`src/design/acr_pkg.sv`:
```
// acr_pkg: shared constants of the converter command and register block.
// assumes both ends and the byte link run on one 250 MHz ref_clk.
package acr_pkg;
    // command byte patterns and don't-care masks
    localparam logic [7:0] CMD_RDATA_VAL = 8'h10;
    localparam logic [7:0] CMD_RDATA_MSK = 8'hF0;
    localparam logic [7:0] CMD_FETCH_VAL = 8'h20;
    localparam logic [7:0] CMD_FETCH_MSK = 8'hF8;
    localparam logic [7:0] CMD_STORE_VAL = 8'h40;
    localparam logic [7:0] CMD_STORE_MSK = 8'hFC;
    localparam int CMD_ADDR_BIT = 2;

    // register map
    localparam logic OFS_CONFIG = 1'h0;
    localparam logic OFS_STATUS = 1'h1;
    localparam logic [7:0] CONFIG_RESET = 8'h00;
    localparam int STAT_READY_BIT = 7;

    // configuration field positions
    localparam int CFG_INSEL_HI = 7;
    localparam int CFG_INSEL_LO = 5;
    localparam int CFG_GAIN_BIT = 4;
    localparam int CFG_RATE_HI = 3;
    localparam int CFG_RATE_LO = 2;
    localparam int CFG_MODE_BIT = 1;
    localparam int CFG_VREF_BIT = 0;

    // decoded values
    localparam logic [2:0] GAIN_LOW = 3'h1;
    localparam logic [2:0] GAIN_HIGH = 3'h4;
    localparam logic [9:0] RATE_SPS_0 = 10'h014;
    localparam logic [9:0] RATE_SPS_1 = 10'h05A;
    localparam logic [9:0] RATE_SPS_2 = 10'h14A;
    localparam logic [9:0] RATE_SPS_3 = 10'h3E8;
    localparam logic [2:0] CH_GROUND = 3'h4;

    // result and register read widths in bytes
    localparam int RESULT_BYTES = 3;
    localparam logic [1:0] RESULT_LEN = 2'h3;
    localparam logic [1:0] REG_LEN = 2'h1;

    // host operations
    typedef enum logic [1:0] {
        ACR_OP_RESULT = 2'h0,
        ACR_OP_FETCH = 2'h1,
        ACR_OP_STORE = 2'h2
    } acr_op_e;
endpackage

```
`src/design/acr_link_if.sv`:
```
// acr_link_if: byte-level frame link between host controller and converter.
// assumes a bit-level serial engine is abstracted away; one clock for both ends.
`timescale 1ns/1ps
interface acr_link_if;
    logic frm_start;
    logic frm_rd;
    logic frm_stop;
    logic wr_vld;
    logic [7:0] wr_byte;
    logic rd_req;
    logic rd_vld;
    logic [7:0] rd_byte;
    logic ready_n_out;
    logic ready_n_oe;
    logic ready_n_line;

    // open-drain ready line with pull-up
    assign ready_n_line = ready_n_oe ? ready_n_out : 1'b1;

    modport device (
        input frm_start, frm_rd, frm_stop, wr_vld, wr_byte, rd_req,
        output rd_vld, rd_byte, ready_n_out, ready_n_oe
    );
    modport host (
        output frm_start, frm_rd, frm_stop, wr_vld, wr_byte, rd_req,
        input rd_vld, rd_byte, ready_n_line
    );
endinterface

```
`src/design/acr_device.sv`:
```
// acr_device: command decoder, configuration and status registers of the converter.
// assumes the analog core pulses conv_done with conv_result, and the host obeys frame order.
`timescale 1ns/1ps
module acr_device #(
    parameter logic [6:0] IDENTITY = 7'h15 // arbitrary value
) (
    // clock, reset, enable
    input wire logic ref_clk,
    input wire logic srst,
    input wire logic ce,
    // link to host
    acr_link_if.device link,
    // analog core side
    input wire logic conv_done,
    input wire logic [23:0] conv_result,
    input wire logic power_down,
    // configuration out
    output logic [2:0] input_select,
    output logic [2:0] ain_pos,
    output logic [2:0] ain_neg,
    output logic [2:0] gain_factor,
    output logic [1:0] sample_rate_sel,
    output logic [9:0] rate_sps,
    output logic conversion_mode_sel,
    output logic ext_ref_sel,
    output logic filter_restart,
    output logic status_ready
);
    logic [7:0] cfg_reg, cfg_next;
    logic ready_reg, ready_next;
    logic [23:0] latest_reg;
    logic [23:0] obuf_reg, obuf_next;
    logic [1:0] olen_reg, olen_next;
    logic first_reg, first_next;
    logic store_pend_reg, store_pend_next;
    logic rd_vld_reg;
    logic [7:0] rd_byte_reg;
    logic restart_reg;
    logic [2:0] pos_reg, neg_reg, gain_reg;
    logic [9:0] sps_reg;
    logic ready_oe_reg;
    logic [2:0] pos_next, neg_next;
    logic [9:0] sps_next;

    // command decode on a byte that completes inside a write frame
    wire cmd_byte = link.wr_vld && first_reg;
    wire is_rdata = (link.wr_byte & acr_pkg::CMD_RDATA_MSK) == acr_pkg::CMD_RDATA_VAL;
    wire is_fetch = (link.wr_byte & acr_pkg::CMD_FETCH_MSK) == acr_pkg::CMD_FETCH_VAL;
    wire is_store = (link.wr_byte & acr_pkg::CMD_STORE_MSK) == acr_pkg::CMD_STORE_VAL;
    wire do_rdata = cmd_byte && is_rdata;
    wire do_fetch = cmd_byte && is_fetch;
    wire do_store_cmd = cmd_byte && is_store;
    wire do_store = link.wr_vld && !first_reg && store_pend_reg;
    wire fetch_addr = link.wr_byte[acr_pkg::CMD_ADDR_BIT];
    wire [7:0] status_val = {ready_reg, IDENTITY};
    wire [7:0] fetch_val = (fetch_addr == acr_pkg::OFS_STATUS) ? status_val : cfg_reg;

    // field views of the configuration register
    wire [2:0] f_insel = cfg_reg[acr_pkg::CFG_INSEL_HI:acr_pkg::CFG_INSEL_LO];
    wire f_gain = cfg_reg[acr_pkg::CFG_GAIN_BIT];
    wire [1:0] f_rate = cfg_reg[acr_pkg::CFG_RATE_HI:acr_pkg::CFG_RATE_LO];
    wire f_mode = cfg_reg[acr_pkg::CFG_MODE_BIT];
    wire f_vref = cfg_reg[acr_pkg::CFG_VREF_BIT];

    // configuration only changes by a store data byte; power-down leaves it alone
    always_comb begin
        cfg_next = cfg_reg;
        if (do_store) begin
            cfg_next = link.wr_byte;
        end
    end

    // ready flag: a finishing conversion wins over the clear of a result read
    always_comb begin
        ready_next = ready_reg;
        if (do_rdata) begin
            ready_next = 1'b0;
        end
        if (conv_done) begin
            ready_next = 1'b1;
        end
    end

    // output buffer and command tracking; unknown bytes fall through untouched
    always_comb begin
        obuf_next = obuf_reg;
        olen_next = olen_reg;
        first_next = first_reg;
        store_pend_next = store_pend_reg;
        if (link.frm_start) begin
            first_next = !link.frm_rd;
            store_pend_next = 1'b0;
        end else if (link.frm_stop) begin
            first_next = 1'b0;
            store_pend_next = 1'b0;
        end else if (link.wr_vld) begin
            first_next = 1'b0;
            store_pend_next = do_store_cmd;
            if (do_rdata) begin
                // old result goes out if the new one lands this same cycle
                obuf_next = latest_reg;
                olen_next = acr_pkg::RESULT_LEN;
            end else if (do_fetch) begin
                obuf_next = {fetch_val, 16'h0000};
                olen_next = acr_pkg::REG_LEN;
            end
        end else if (link.rd_req) begin
            // read frame shifts msb first; past the end zeros come out
            obuf_next = {obuf_reg[15:0], 8'h00};
            if (olen_reg != 2'h0) begin
                olen_next = olen_reg - 2'h1;
            end
        end
    end

    // registers
    always_ff @(posedge ref_clk) begin
        if (srst) begin
            cfg_reg <= acr_pkg::CONFIG_RESET;
            ready_reg <= 1'b0;
            latest_reg <= 24'h000000;
            obuf_reg <= 24'h000000;
            olen_reg <= 2'h0;
            first_reg <= 1'b0;
            store_pend_reg <= 1'b0;
        end else if (ce) begin
            cfg_reg <= cfg_next;
            ready_reg <= ready_next;
            obuf_reg <= obuf_next;
            olen_reg <= olen_next;
            first_reg <= first_next;
            store_pend_reg <= store_pend_next;
            if (conv_done) begin
                latest_reg <= conv_result;
            end
        end
    end

    // read byte answers one cycle after each request
    always_ff @(posedge ref_clk) begin
        if (srst) begin
            rd_vld_reg <= 1'b0;
            rd_byte_reg <= 8'h00;
        end else if (ce) begin
            rd_vld_reg <= link.rd_req;
            if (link.rd_req) begin
                rd_byte_reg <= obuf_reg[23:16];
            end
        end
    end

    // filter restart pulse on each accepted store data byte
    always_ff @(posedge ref_clk) begin
        if (srst) begin
            restart_reg <= 1'b0;
        end else if (ce) begin
            restart_reg <= do_store;
        end
    end

    // ready pin pulls low while a result is unread
    always_ff @(posedge ref_clk) begin
        if (srst) begin
            ready_oe_reg <= 1'b0;
        end else if (ce) begin
            ready_oe_reg <= ready_next;
        end
    end

    // input pair decode; 111 is taken as a repeat of 110
    always_comb begin
        case (f_insel)
            3'h0: begin
                pos_next = 3'h0;
                neg_next = 3'h1;
            end
            3'h1: begin
                pos_next = 3'h2;
                neg_next = 3'h3;
            end
            3'h2: begin
                pos_next = 3'h1;
                neg_next = 3'h2;
            end
            3'h3: begin
                pos_next = 3'h0;
                neg_next = acr_pkg::CH_GROUND;
            end
            3'h4: begin
                pos_next = 3'h1;
                neg_next = acr_pkg::CH_GROUND;
            end
            3'h5: begin
                pos_next = 3'h2;
                neg_next = acr_pkg::CH_GROUND;
            end
            default: begin
                pos_next = 3'h3;
                neg_next = acr_pkg::CH_GROUND;
            end
        endcase
    end

    // rate decode sets the conversion rate in samples per second seen by the core
    always_comb begin
        case (f_rate)
            2'h0: sps_next = acr_pkg::RATE_SPS_0;
            2'h1: sps_next = acr_pkg::RATE_SPS_1;
            2'h2: sps_next = acr_pkg::RATE_SPS_2;
            default: sps_next = acr_pkg::RATE_SPS_3;
        endcase
    end

    // decoded settings are registered so each decoded output leaves a flip-flop
    always_ff @(posedge ref_clk) begin
        if (srst) begin
            pos_reg <= 3'h0;
            neg_reg <= 3'h1;
            gain_reg <= acr_pkg::GAIN_LOW;
            sps_reg <= acr_pkg::RATE_SPS_0;
        end else if (ce) begin
            pos_reg <= pos_next;
            neg_reg <= neg_next;
            gain_reg <= f_gain ? acr_pkg::GAIN_HIGH : acr_pkg::GAIN_LOW;
            sps_reg <= sps_next;
        end
    end

    // outputs
    assign link.rd_vld = rd_vld_reg;
    assign link.rd_byte = rd_byte_reg;
    assign link.ready_n_out = 1'b0;
    assign link.ready_n_oe = ready_oe_reg;
    assign input_select = f_insel;
    assign ain_pos = pos_reg;
    assign ain_neg = neg_reg;
    assign gain_factor = gain_reg;
    assign sample_rate_sel = f_rate;
    assign rate_sps = sps_reg;
    assign conversion_mode_sel = f_mode;
    assign ext_ref_sel = f_vref;
    assign filter_restart = restart_reg;
    assign status_ready = ready_reg;
    // power_down deliberately touches no register state
    wire unused_pd = power_down;
endmodule // acr_device

```
`src/flat_wrapper.sv`:
```
// flat-port wrapper written by rule: the top's interface ports become plain ports
module acr_device_flat 
#(
    parameter logic [6:0] IDENTITY = 7'h15                   
)
  (ref_clk, srst, ce, conv_done, conv_result, power_down, input_select, ain_pos, ain_neg, gain_factor, sample_rate_sel, rate_sps, conversion_mode_sel, ext_ref_sel, filter_restart, status_ready, link_frm_start, link_frm_rd, link_frm_stop, link_wr_vld, link_wr_byte, link_rd_req, link_rd_vld, link_rd_byte, link_ready_n_out, link_ready_n_oe);
  acr_link_if link_i ();
  input wire logic ref_clk;
  input wire logic srst;
  input wire logic ce;
  input wire logic conv_done;
  input wire logic [23:0] conv_result;
  input wire logic power_down;
  output logic [2:0] input_select;
  output logic [2:0] ain_pos;
  output logic [2:0] ain_neg;
  output logic [2:0] gain_factor;
  output logic [1:0] sample_rate_sel;
  output logic [9:0] rate_sps;
  output logic conversion_mode_sel;
  output logic ext_ref_sel;
  output logic filter_restart;
  output logic status_ready;
  input wire logic [$bits(link_i.frm_start)-1:0] link_frm_start;
  input wire logic [$bits(link_i.frm_rd)-1:0] link_frm_rd;
  input wire logic [$bits(link_i.frm_stop)-1:0] link_frm_stop;
  input wire logic [$bits(link_i.wr_vld)-1:0] link_wr_vld;
  input wire logic [$bits(link_i.wr_byte)-1:0] link_wr_byte;
  input wire logic [$bits(link_i.rd_req)-1:0] link_rd_req;
  output wire logic [$bits(link_i.rd_vld)-1:0] link_rd_vld;
  output wire logic [$bits(link_i.rd_byte)-1:0] link_rd_byte;
  output wire logic [$bits(link_i.ready_n_out)-1:0] link_ready_n_out;
  output wire logic [$bits(link_i.ready_n_oe)-1:0] link_ready_n_oe;
  assign link_i.frm_start = link_frm_start;
  assign link_i.frm_rd = link_frm_rd;
  assign link_i.frm_stop = link_frm_stop;
  assign link_i.wr_vld = link_wr_vld;
  assign link_i.wr_byte = link_wr_byte;
  assign link_i.rd_req = link_rd_req;
  assign link_rd_vld = link_i.rd_vld;
  assign link_rd_byte = link_i.rd_byte;
  assign link_ready_n_out = link_i.ready_n_out;
  assign link_ready_n_oe = link_i.ready_n_oe;
  acr_device #(.IDENTITY(IDENTITY)) u_core (.ref_clk(ref_clk), .srst(srst), .ce(ce), .link(link_i), .conv_done(conv_done), .conv_result(conv_result), .power_down(power_down), .input_select(input_select), .ain_pos(ain_pos), .ain_neg(ain_neg), .gain_factor(gain_factor), .sample_rate_sel(sample_rate_sel), .rate_sps(rate_sps), .conversion_mode_sel(conversion_mode_sel), .ext_ref_sel(ext_ref_sel), .filter_restart(filter_restart), .status_ready(status_ready));
endmodule
```
`config.mk`:
```
export PLATFORM = sky130hd
export DESIGN_NAME = acr_device_flat
export DESIGN_NICKNAME = d
export VERILOG_FILES = /design/src/design/acr_pkg.sv /design/src/design/acr_link_if.sv /design/src/design/acr_device.sv /design/src/flat_wrapper.sv
export SDC_FILE = /design/constraint.sdc
export NUM_CORES = 1
export LEC_CHECK = 0
export ABC_AREA = 1
export BUFFER_PORTS_ARGS = -buffer_cell sky130_fd_sc_hd__buf_2
export CORE_MARGIN = 2
export CORE_UTILIZATION = 49
export DETAILED_ROUTE_END_ITERATION = 10
export HOLD_SLACK_MARGIN = 0.02
export MAX_ROUTING_LAYER = met4
export PLACE_DENSITY = 0.72
export SLEW_MARGIN = 0
export SYNTH_ARGS = -nofsm -noshare
export SYNTH_HDL_FRONTEND = slang
export SYNTH_SLANG_ARGS = --single-unit
```
`constraint.sdc`:
```
create_clock -name ref_clk -period 1.4 [get_ports ref_clk]
set_clock_uncertainty 0.1 [all_clocks]
set_input_delay 0.42 -clock ref_clk [delete_from_list [all_inputs] [get_ports ref_clk]]
set_output_delay 0.42 -clock ref_clk [all_outputs]
set_load 0.005 [all_outputs]
```
==> out/results.tsv, run 1 <==
metric	value	unit
status	finished clean	
die width	90.7	microns
GPL Wtd Cong	0.802	
setup slack after layout	23.6	ps
P_leak	2.25	nW
Setup Viol. Count Final	0	
first-pass GRT wire length	13600	microns
share of cells above drive strength 1	0.268	
root buf cell	clkbuf_8	
multi-input logic area	0.00164	sq mm
clk slew on worst S/H paths	80	ps
DP HPWL	5700	microns
maximum clock path buffer count	2	
Data arrival, critical path	1550	ps
DRT antenna net count	0	
Synth top area share	0.445	
ys flop type	dfxtp_1	
maximum vdd drop	500	uV
ant diodes	0	
IO buf count	75	
setup slack at placement	-268	ps
minimum clock period	1380	ps
# DRC	0	
H-tree lvl count	3	
GRT Residual Overflow	0	
DR iter-0 viols	132	
Synth cell types	30	
switch share	0.255	
Fin Setup TNS	0	ps
Synth area leader	dfxtp_1	
CTS Buf Count	9	
Pwr Density	1010	mW/mm^2
#FFs+latches synth	82	
CP required	1580	ps
Critical Path End Type	flop	
flop2flop setup slack	20	ps
EDFF count, synth	0	
# fillers	708	
top post-synthesis cells by area	dfxtp_1, nand2_1, nor2_1	
CP max FO	8	
Slew Limit Fails	0	
TritonRoute pass-1 iters	5	
Initial Util	0.508	
total clock sinks	82	
# IOs	81	
Via density	4.79	
row count	31	
Total Power	4.66	mW
sequential fraction of the synthesis area	0.445	
final-stage net count	648	
Critical Setup Path Class	reg2reg	
RSZ-0062 raised after global routing	true	
Die Area	0.00823	sq mm
Final period util	0.983	
Int Pwr	3.47	mW
via count	3370	
Max Fclk	727	MHz
Flop pwr share	0.527	
later-pin clock latency in the skew report	350	ps
Mapped Cells	515	
max_cap viols	0	
Critical Path Source Type	flop	
DR WL/cell	11.7	microns
worst min path class	in2reg	
FFs w/ async S/R, synth	0	
Hold WS	219	ps
CTS tree	built	
cell area after synthesis	0.00369	sq mm
syn_area_per_cell	7.16	sq um
antenna violations before repair	0	
sw power	1.19	mW
final WL	8270	microns
Layout area overhead	25.4	%
number of global-route vias before repair	3001	
Fin. Hold Viols	0	
pin count of the biggest net entering global routing	60	
Clock Power Share	0.359	
total track usage	0.208	
hold_buf cts	0	
YS warnings	0	
core footprint	0.00725	sq mm
Comb power frac	0.114	
Register Area	0.00166	sq mm
DIE HEIGHT	90.7	microns
## final timing paths
check                             start                    end  cells after the start
setup / recovery       u_core.first_reg    u_core.obuf_reg[14]                      9
hold / removal           conv_result[5]   u_core.latest_reg[5]                      3
setup reg to reg       u_core.first_reg    u_core.obuf_reg[14]                      9
hold reg to reg   u_core.latest_reg[11]  u_core.latest_reg[11]                      2
## cell type report
| cell class | instances | share of cell area |
|---|---|---|
| clock buffer | 11 | 0.0284 |
| timing repair buffer | 113 | 0.167 |
| sequential | 82 | 0.359 |
| inverter | 63 | 0.0523 |
| tap | 99 | 0.0268 |
| clock inverter | 4 | 0.0116 |
| multi-input combinational | 332 | 0.355 |
## repair_timing
| action | in CTS | in global routing |
|---|---|---|
| resized for setup | 9 | 18 |
| buffers inserted | 0 | 1 |
| cloned | 0 | 3 |
| setup endpoints to repair | 16 | 33 |
| pin swaps | 0 | 5 |
## placed cells by master, fill, tap and decap left out, drive strengths merged, types with 2 or more instances in the layout
cell type and instances:
a21oi 50, nand3 17, nand2 97, nand4 12, clkinvlp 2, conb 4, inv 61, o22ai 5
o21ai 55, buf 111, nand3b 2, nor2 79, dfxtp 82, clkbuf 13, clkinv 3, ha 5
## per-layer routing
metal	GRT usage	vias to the layer above	wire length, microns	part of all wire
li1	-	1793	-	-
met1	0.268	1505	3910	0.47
met2	0.332	61	3920	0.47
met3	0.0284	11	280	0.034
met4	0.0808	0	157	0.019
met5	-	-	0	0
## worst max-delay path: stages, from the launching register on
cell and delay [ps]:
dfxtp_2 360, nand2_4 70, clkinv_4 70, nand3_4 80, nand3_4 130, nand2_8 90
clkbuf_16 180, nand2_1 50, nand2_1 50, nor2_1 120
## power by group through the flow
stage,combinational (mW),clock [mW],sequential [mW]
3_3_place_gp,0.499,0,2.51
5_1_grt,0.598,1.80,2.47
4_1_cts,0.511,1.70,2.46
6_report,0.530,1.67,2.46
2_1_floorplan,0.310,0,2.52
3_5_place_dp,0.507,0,2.52
## kinds of logic after synthesis
| group | share of synthesized area |
|---|---|
| compound gates | 0.160 |
| fa+ha+maj | 0.0170 |
| flops | 0.445 |
| other cells | 0.00102 |
| buf+inv | 0.132 |
| simple gates | 0.245 |
## Yosys cell counts (2+ instances only)
master / number
nor2_1: 76
nand2_1: 89
ha_1: 5
nand3b_1: 2
nand4_1: 12
dfxtp_1: 82
nand2_2: 7
inv_1: 61
clkbuf_1: 13
nor2_2: 2
buf_2: 9
nand3_1: 14
o21ai_0: 55
nand3_4: 2
buf_6: 2
o22ai_1: 5
a21oi_1: 50
buf_4: 17
## metrics by stage
| stage | utilization | area [sq um] | instances |
|---|---|---|---|
| after floorplan | - | 3730 | 518 |
| after global placement | 0.593 | 4300 | 685 |
| after detailed placement | 0.593 | 4300 | 685 |
| after CTS | 0.620 | 4500 | 700 |
| after global routing | 0.637 | 4620 | 704 |
| final | 0.637 | 4620 | 704 |
Note: power is estimated with default switching activity, not from simulation.
==> run 2: changes to the inputs <==
Settings changed: MAX_ROUTING_LAYER met4 to not set.
==> out/results.tsv, run 2 (synthesized netlist as in run 1, its figures left out) <==
metric	value	unit
status	finished clean	
Bufs and invs on worst path	1	
Critical Setup Path Class	reg2out	
final-stage net count	648	
worst-path cell chain	buf_2	
Critical Path Source Type	flop	
DIE HEIGHT	90.7	microns
RSZ-0062 raised after global routing	true	
number of global-route vias before repair	3003	
Max Fclk	727	MHz
sw power	1.19	mW
Critical Path End Type	output port	
max_cap viols	0	
Layout Cells excl Fill	704	
maximum clock path buffer count	2	
total clock sinks	82	
placed cells	685	
maximum vdd drop	497	uV
setup slack at placement	-268	ps
P_leak	2.25	nW
TritonRoute pass-1 iters	4	
via count	3377	
antenna violations before repair	0	
Int Pwr	3.47	mW
Layout area overhead	25.4	%
Fin Setup TNS	0	ps
WP depth	1	
Data arrival, critical path	860	ps
first-pass GRT wire length	13600	microns
pin count of the biggest net entering global routing	60	
Clock Power Share	0.359	
worst min path class	in2reg	
IO buf count	75	
GPL Wtd Cong	0.790	
GRT Residual Overflow	0	
Die Area	0.00823	sq mm
total track usage	0.202	
commonest non-fill, non-tap cell in the layout	nand2_1	
Total Power	4.66	mW
Pwr Density	1010	mW/mm^2
later-pin clock latency in the skew report	350	ps
ant diodes	0	
CTS tree	built	
multi-input logic area	0.00164	sq mm
CP max FO	8	
Flop pwr share	0.527	
DR iter-0 viols	141	
CP delay by family, top	flip-flops	
Comb power frac	0.114	
most frequent cells in the layout	nand2_1, buf_2, dfxtp_1, nor2_1, inv_1	
setup slack after layout	24.2	ps
DRT antenna net count	0	
Register Area	0.00166	sq mm
CTS Buf Count	9	
H-tree lvl count	3	
Fin. Hold Viols	0	
row count	31	
minimum clock period	1380	ps
# DRC	0	
die width	90.7	microns
# fillers	708	
Via density	4.80	
hold_buf cts	0	
CP required	880	ps
Final period util	0.983	
core footprint	0.00725	sq mm
switch share	0.255	
root buf cell	clkbuf_8	
Critical Path Slowest Stage Cell	dfxtp_4	
DR WL/cell	11.8	microns
Initial Util	0.508	
max incr delay on CP	390	ps
Setup Viol. Count Final	0	
Worst Hold Depth	3	
share of cells above drive strength 1	0.268	
DP HPWL	5700	microns
final WL	8290	microns
# IOs	81	
Slew Limit Fails	0	
R2R depth	9	
clk slew on worst S/H paths	80	ps
[run 2: cell counts in the layout (fill, tap and decap cells not counted)]
No cell type changed its count.
[run 2: stage by stage]
step / hold WS [ps] / area, sq um / utilization
6_report: 218 / 4620 / 0.637
5_1_grt: 230 / 4620 / 0.637
4_1_cts: 213 / 4500 / 0.620
3_5_place_dp: 347 / 4300 / 0.593
3_3_place_gp: 340 / 4300 / 0.593
2_1_floorplan: 325 / 3730 / -
[run 2: area by class of cell]
class,count,area share
Tap cell,99,0.0268
Clock buffer,11,0.0284
Sequential cell,82,0.359
Inverter,63,0.0523
Timing Repair Buffer,113,0.167
Clock inverter,4,0.0116
Multi-Input combinational cell,332,0.355
[run 2: path summary, 6_finish.rpt]
| kind | slack [ps] | from | to |
|---|---|---|---|
| hold / removal | 220 | conv_result[5] | u_core.latest_reg[5] |
| hold reg to reg | 360 | u_core.latest_reg[11] | u_core.latest_reg[11] |
| setup reg to reg | 30 | u_core.first_reg | u_core.obuf_reg[14] |
| setup / recovery | 20 | u_core.cfg_reg[6] | input_select[1] |
[run 2: power by group through the flow]
stage / clock network, mW / logic (mW) / registers [mW]
final: 1.67 / 0.530 / 2.46
after global routing: 1.80 / 0.598 / 2.47
after CTS: 1.70 / 0.511 / 2.46
after detailed placement: 0 / 0.507 / 2.52
after global placement: 0 / 0.499 / 2.51
after floorplan: 0 / 0.310 / 2.52
[run 2: timing repair]
item / in CTS / in global routing
endpoints found under the setup margin: 16 / 33
buffers inserted: 0 / 1
gates cloned: 0 / 3
resized for setup: 9 / 18
pin swaps: 0 / 5
hold endpoints to repair: 0 / 0
[run 2: routing by layer]
layer,vias to the layer above,track usage,wire length [microns]
met5,-,0,0
met4,0,0.0808,159
met3,11,0.0301,292
met2,65,0.333,3880
met1,1509,0.267,3960
li1,1792,-,-
==> run 3: changes to the inputs <==
Settings changed: ABC_AREA 1 to 0, CORE_UTILIZATION 49 to 48, PLACE_DENSITY 0.72 to 0.71.
==> out/results.tsv, run 3 <==
metric	value	unit
R2R depth	7	
Initial Util	0.503	
Synth area leader	dfxtp_1	
Pwr Density	958	mW/mm^2
CP Launch Point	u_core.first_reg	
cell area after synthesis	0.00346	sq mm
clk slew on worst S/H paths	90	ps
setup slack after layout	-604	ps
DR iter-0 viols	225	
Via density	5.22	
worst r2r src	u_core.first_reg	
Post-Synth Adder-Cell Area	0.0181	
maximum vdd drop	644	uV
Critical Path End Type	flop	
# IOs	81	
RR Endpoint	u_core.obuf_reg[7]	
root buf cell	clkbuf_8	
top post-synthesis cells by area	dfxtp_1, nand2_1, a21oi_1	
Finished Cell Area	0.00457	sq mm
multi-input logic area	0.00177	sq mm
max_cap viols	0	
ant diodes	0	
worst hold start	link_wr_byte[0]	
max incr delay on CP	600	ps
worst-path cell chain	nand4bb_1, or4b_4, a31oi_4, buf_12, clkbuf_16, nand3_1, a21oi_1	
Register Area	0.00167	sq mm
Post-DP Area	0.00412	sq mm
core footprint	0.00687	sq mm
GRT Residual Overflow	0	
Die Area	0.00790	sq mm
share of cells above drive strength 1	0.364	
Synth top area share	0.475	
TritonRoute pass-1 iters	4	
DR WL/cell	14.3	microns
later-pin clock latency in the skew report	360	ps
ys flop type	dfxtp_1	
YS warnings	0	
Synth top cells by count	nand2_1, dfxtp_1, a21oi_1	
CTS Buf Count	9	
first-pass GRT wire length	13800	microns
P_leak	1.83	nW
Max Fclk	499	MHz
Data arrival, critical path	2190	ps
commonest non-fill, non-tap cell in the layout	nand2_1	
die width	88.9	microns
Compound-Gate Fraction of Synth Area	0.171	
most frequent cell after synthesis	nand2_1	
H-tree lvl count	3	
final WL	8820	microns
Fin. Hold Viols	0	
Post-Synth Simple-Gate Area	0.227	
hold_buf cts	0	
#FFs+latches synth	82	
Layout area overhead	32.3	%
flop2flop setup slack	-600	ps
total track usage	0.227	
DRT antenna net count	0	
minimum clock period	2000	ps
DP HPWL	6000	microns
# fillers	584	
number of global-route vias before repair	2874	
Synth Area in XOR/XNOR	0.00253	
# DRC	0	
Synth cell types	41	
Fin Setup TNS	-13410	ps
Setup Viol. Count Final	25	
status	complete, but fails checks	
antenna violations before repair	0	
total clock sinks	82	
Critical Path Source Type	flop	
CTS tree	built	
Critical Path Slowest Stage Cell	or4b_4	
CP max FO	8	
EDFF count, synth	0	
Critical Setup Path Class	reg2reg	
Mapped Cells	423	
FFs w/ async S/R, synth	0	
most frequent cells in the layout	nand2_1, buf_2, dfxtp_1, a21oi_1, buf_4	
end point of the critical path	u_core.obuf_reg[7]	
via count	3212	
mux share of post-synthesis cell area	0.0261	
Final period util	1.43	
DIE HEIGHT	88.9	microns
sequential fraction of the synthesis area	0.475	
RSZ-0062 raised after global routing	true	
IO buf count	75	
final-stage net count	561	
GPL Wtd Cong	0.881	
worst min path class	in2reg	
pin count of the biggest net entering global routing	36	
largest family of logic cells by synthesized area	simple AND/OR/NAND/NOR gates	
violated checks	negative setup slack	
CP required	1590	ps
syn_area_per_cell	8.17	sq um
maximum clock path buffer count	2	
row count	30	
Slew Limit Fails	0	
-- run 3: changes by cell type after synthesis, sizes merged, moves of 8 or more --
cell / previous run / this run
a221oi: 0 / 8
nand4: 12 / 0
a21oi: 50 / 65
mux2i: 0 / 9
nor2: 79 / 38
clkbuf: 13 / 22
nor3: 1 / 13
inv: 61 / 5
o21ai: 55 / 2
-- run 3: report_power, final --
group	leakage (nW)	switching [mW]	total, mW	internal (mW)
Sequential	0.673	0.0405	2.42	2.38
Combinational	1.08	0.237	0.429	0.191
Clock	0.0827	0.882	1.53	0.648
-- run 3: cell families (layout without fill, tap and decap cells) --
group,Yosys count,count (layout)
XOR/XNOR,1,1
buffers and inverters,50,141
adder cells (fa/ha/maj),5,5
AND/OR/NAND/NOR,180,180
other,1,4
flip-flops,82,82
multiplexers,9,9
AO/OA/AOI/OAI,95,97
-- run 3: final cells by class --
cell class	count	share of cell area
multi-input combinational	296	0.387
sequential	82	0.364
timing repair buffer	120	0.181
clock buffer	10	0.0279
tap	96	0.0263
clock inverter	6	0.00930
inverter	5	0.00410
-- run 3: through the flow --
step / power, mW / setup WS [ps] / util / hold WS (ps) / std cells
after global routing: 4.57 / -661 / 0.666 / 180 / 615
after global placement: 2.86 / -826 / 0.600 / 342 / 593
final: 4.38 / -604 / 0.666 / 186 / 615
after CTS: 4.36 / -537 / 0.631 / 187 / 609
after floorplan: 2.70 / -814 / - / 332 / 426
after detailed placement: 2.87 / -874 / 0.600 / 345 / 593
-- run 3: routing by layer --
layer | track usage | part of all wire | wire (microns)
met4 | 0.0744 | 0.015 | 136
met5 | 0 | 0 | 0
met2 | 0.378 | 0.49 | 4320
met1 | 0.298 | 0.45 | 3940
met3 | 0.0401 | 0.048 | 422
-- run 3: worst max-delay path, delay by kind of cell, from the launching register on --
family                 cells  cell delay (ps)
AOI/OAI and AO/OA          2              360
buffers and inverters      2              300
DFF                        1              360
and+or+nand+nor            3              810
-- run 3: worst min path at each step --
stage / endpoint / slack [ps] / cells after the start
after floorplan: u_core.obuf_reg[19] / 330 / 2
after global placement: u_core.link.rd_vld / 340 / 2
after detailed placement: u_core.link.rd_byte[2] / 340 / 2
after CTS: u_core.latest_reg[10] / 190 / 3
after global routing: u_core.cfg_reg[0] / 180 / 3
final: u_core.cfg_reg[0] / 190 / 3
-- run 3: timing repair --
| action | CTS | global route |
|---|---|---|
| gates cloned | 2 | 2 |
| setup buffers | 2 | 4 |
| setup endpoints to repair | 42 | 42 |
| resized for setup | 16 | 37 |
| pin swaps | 7 | 19 |
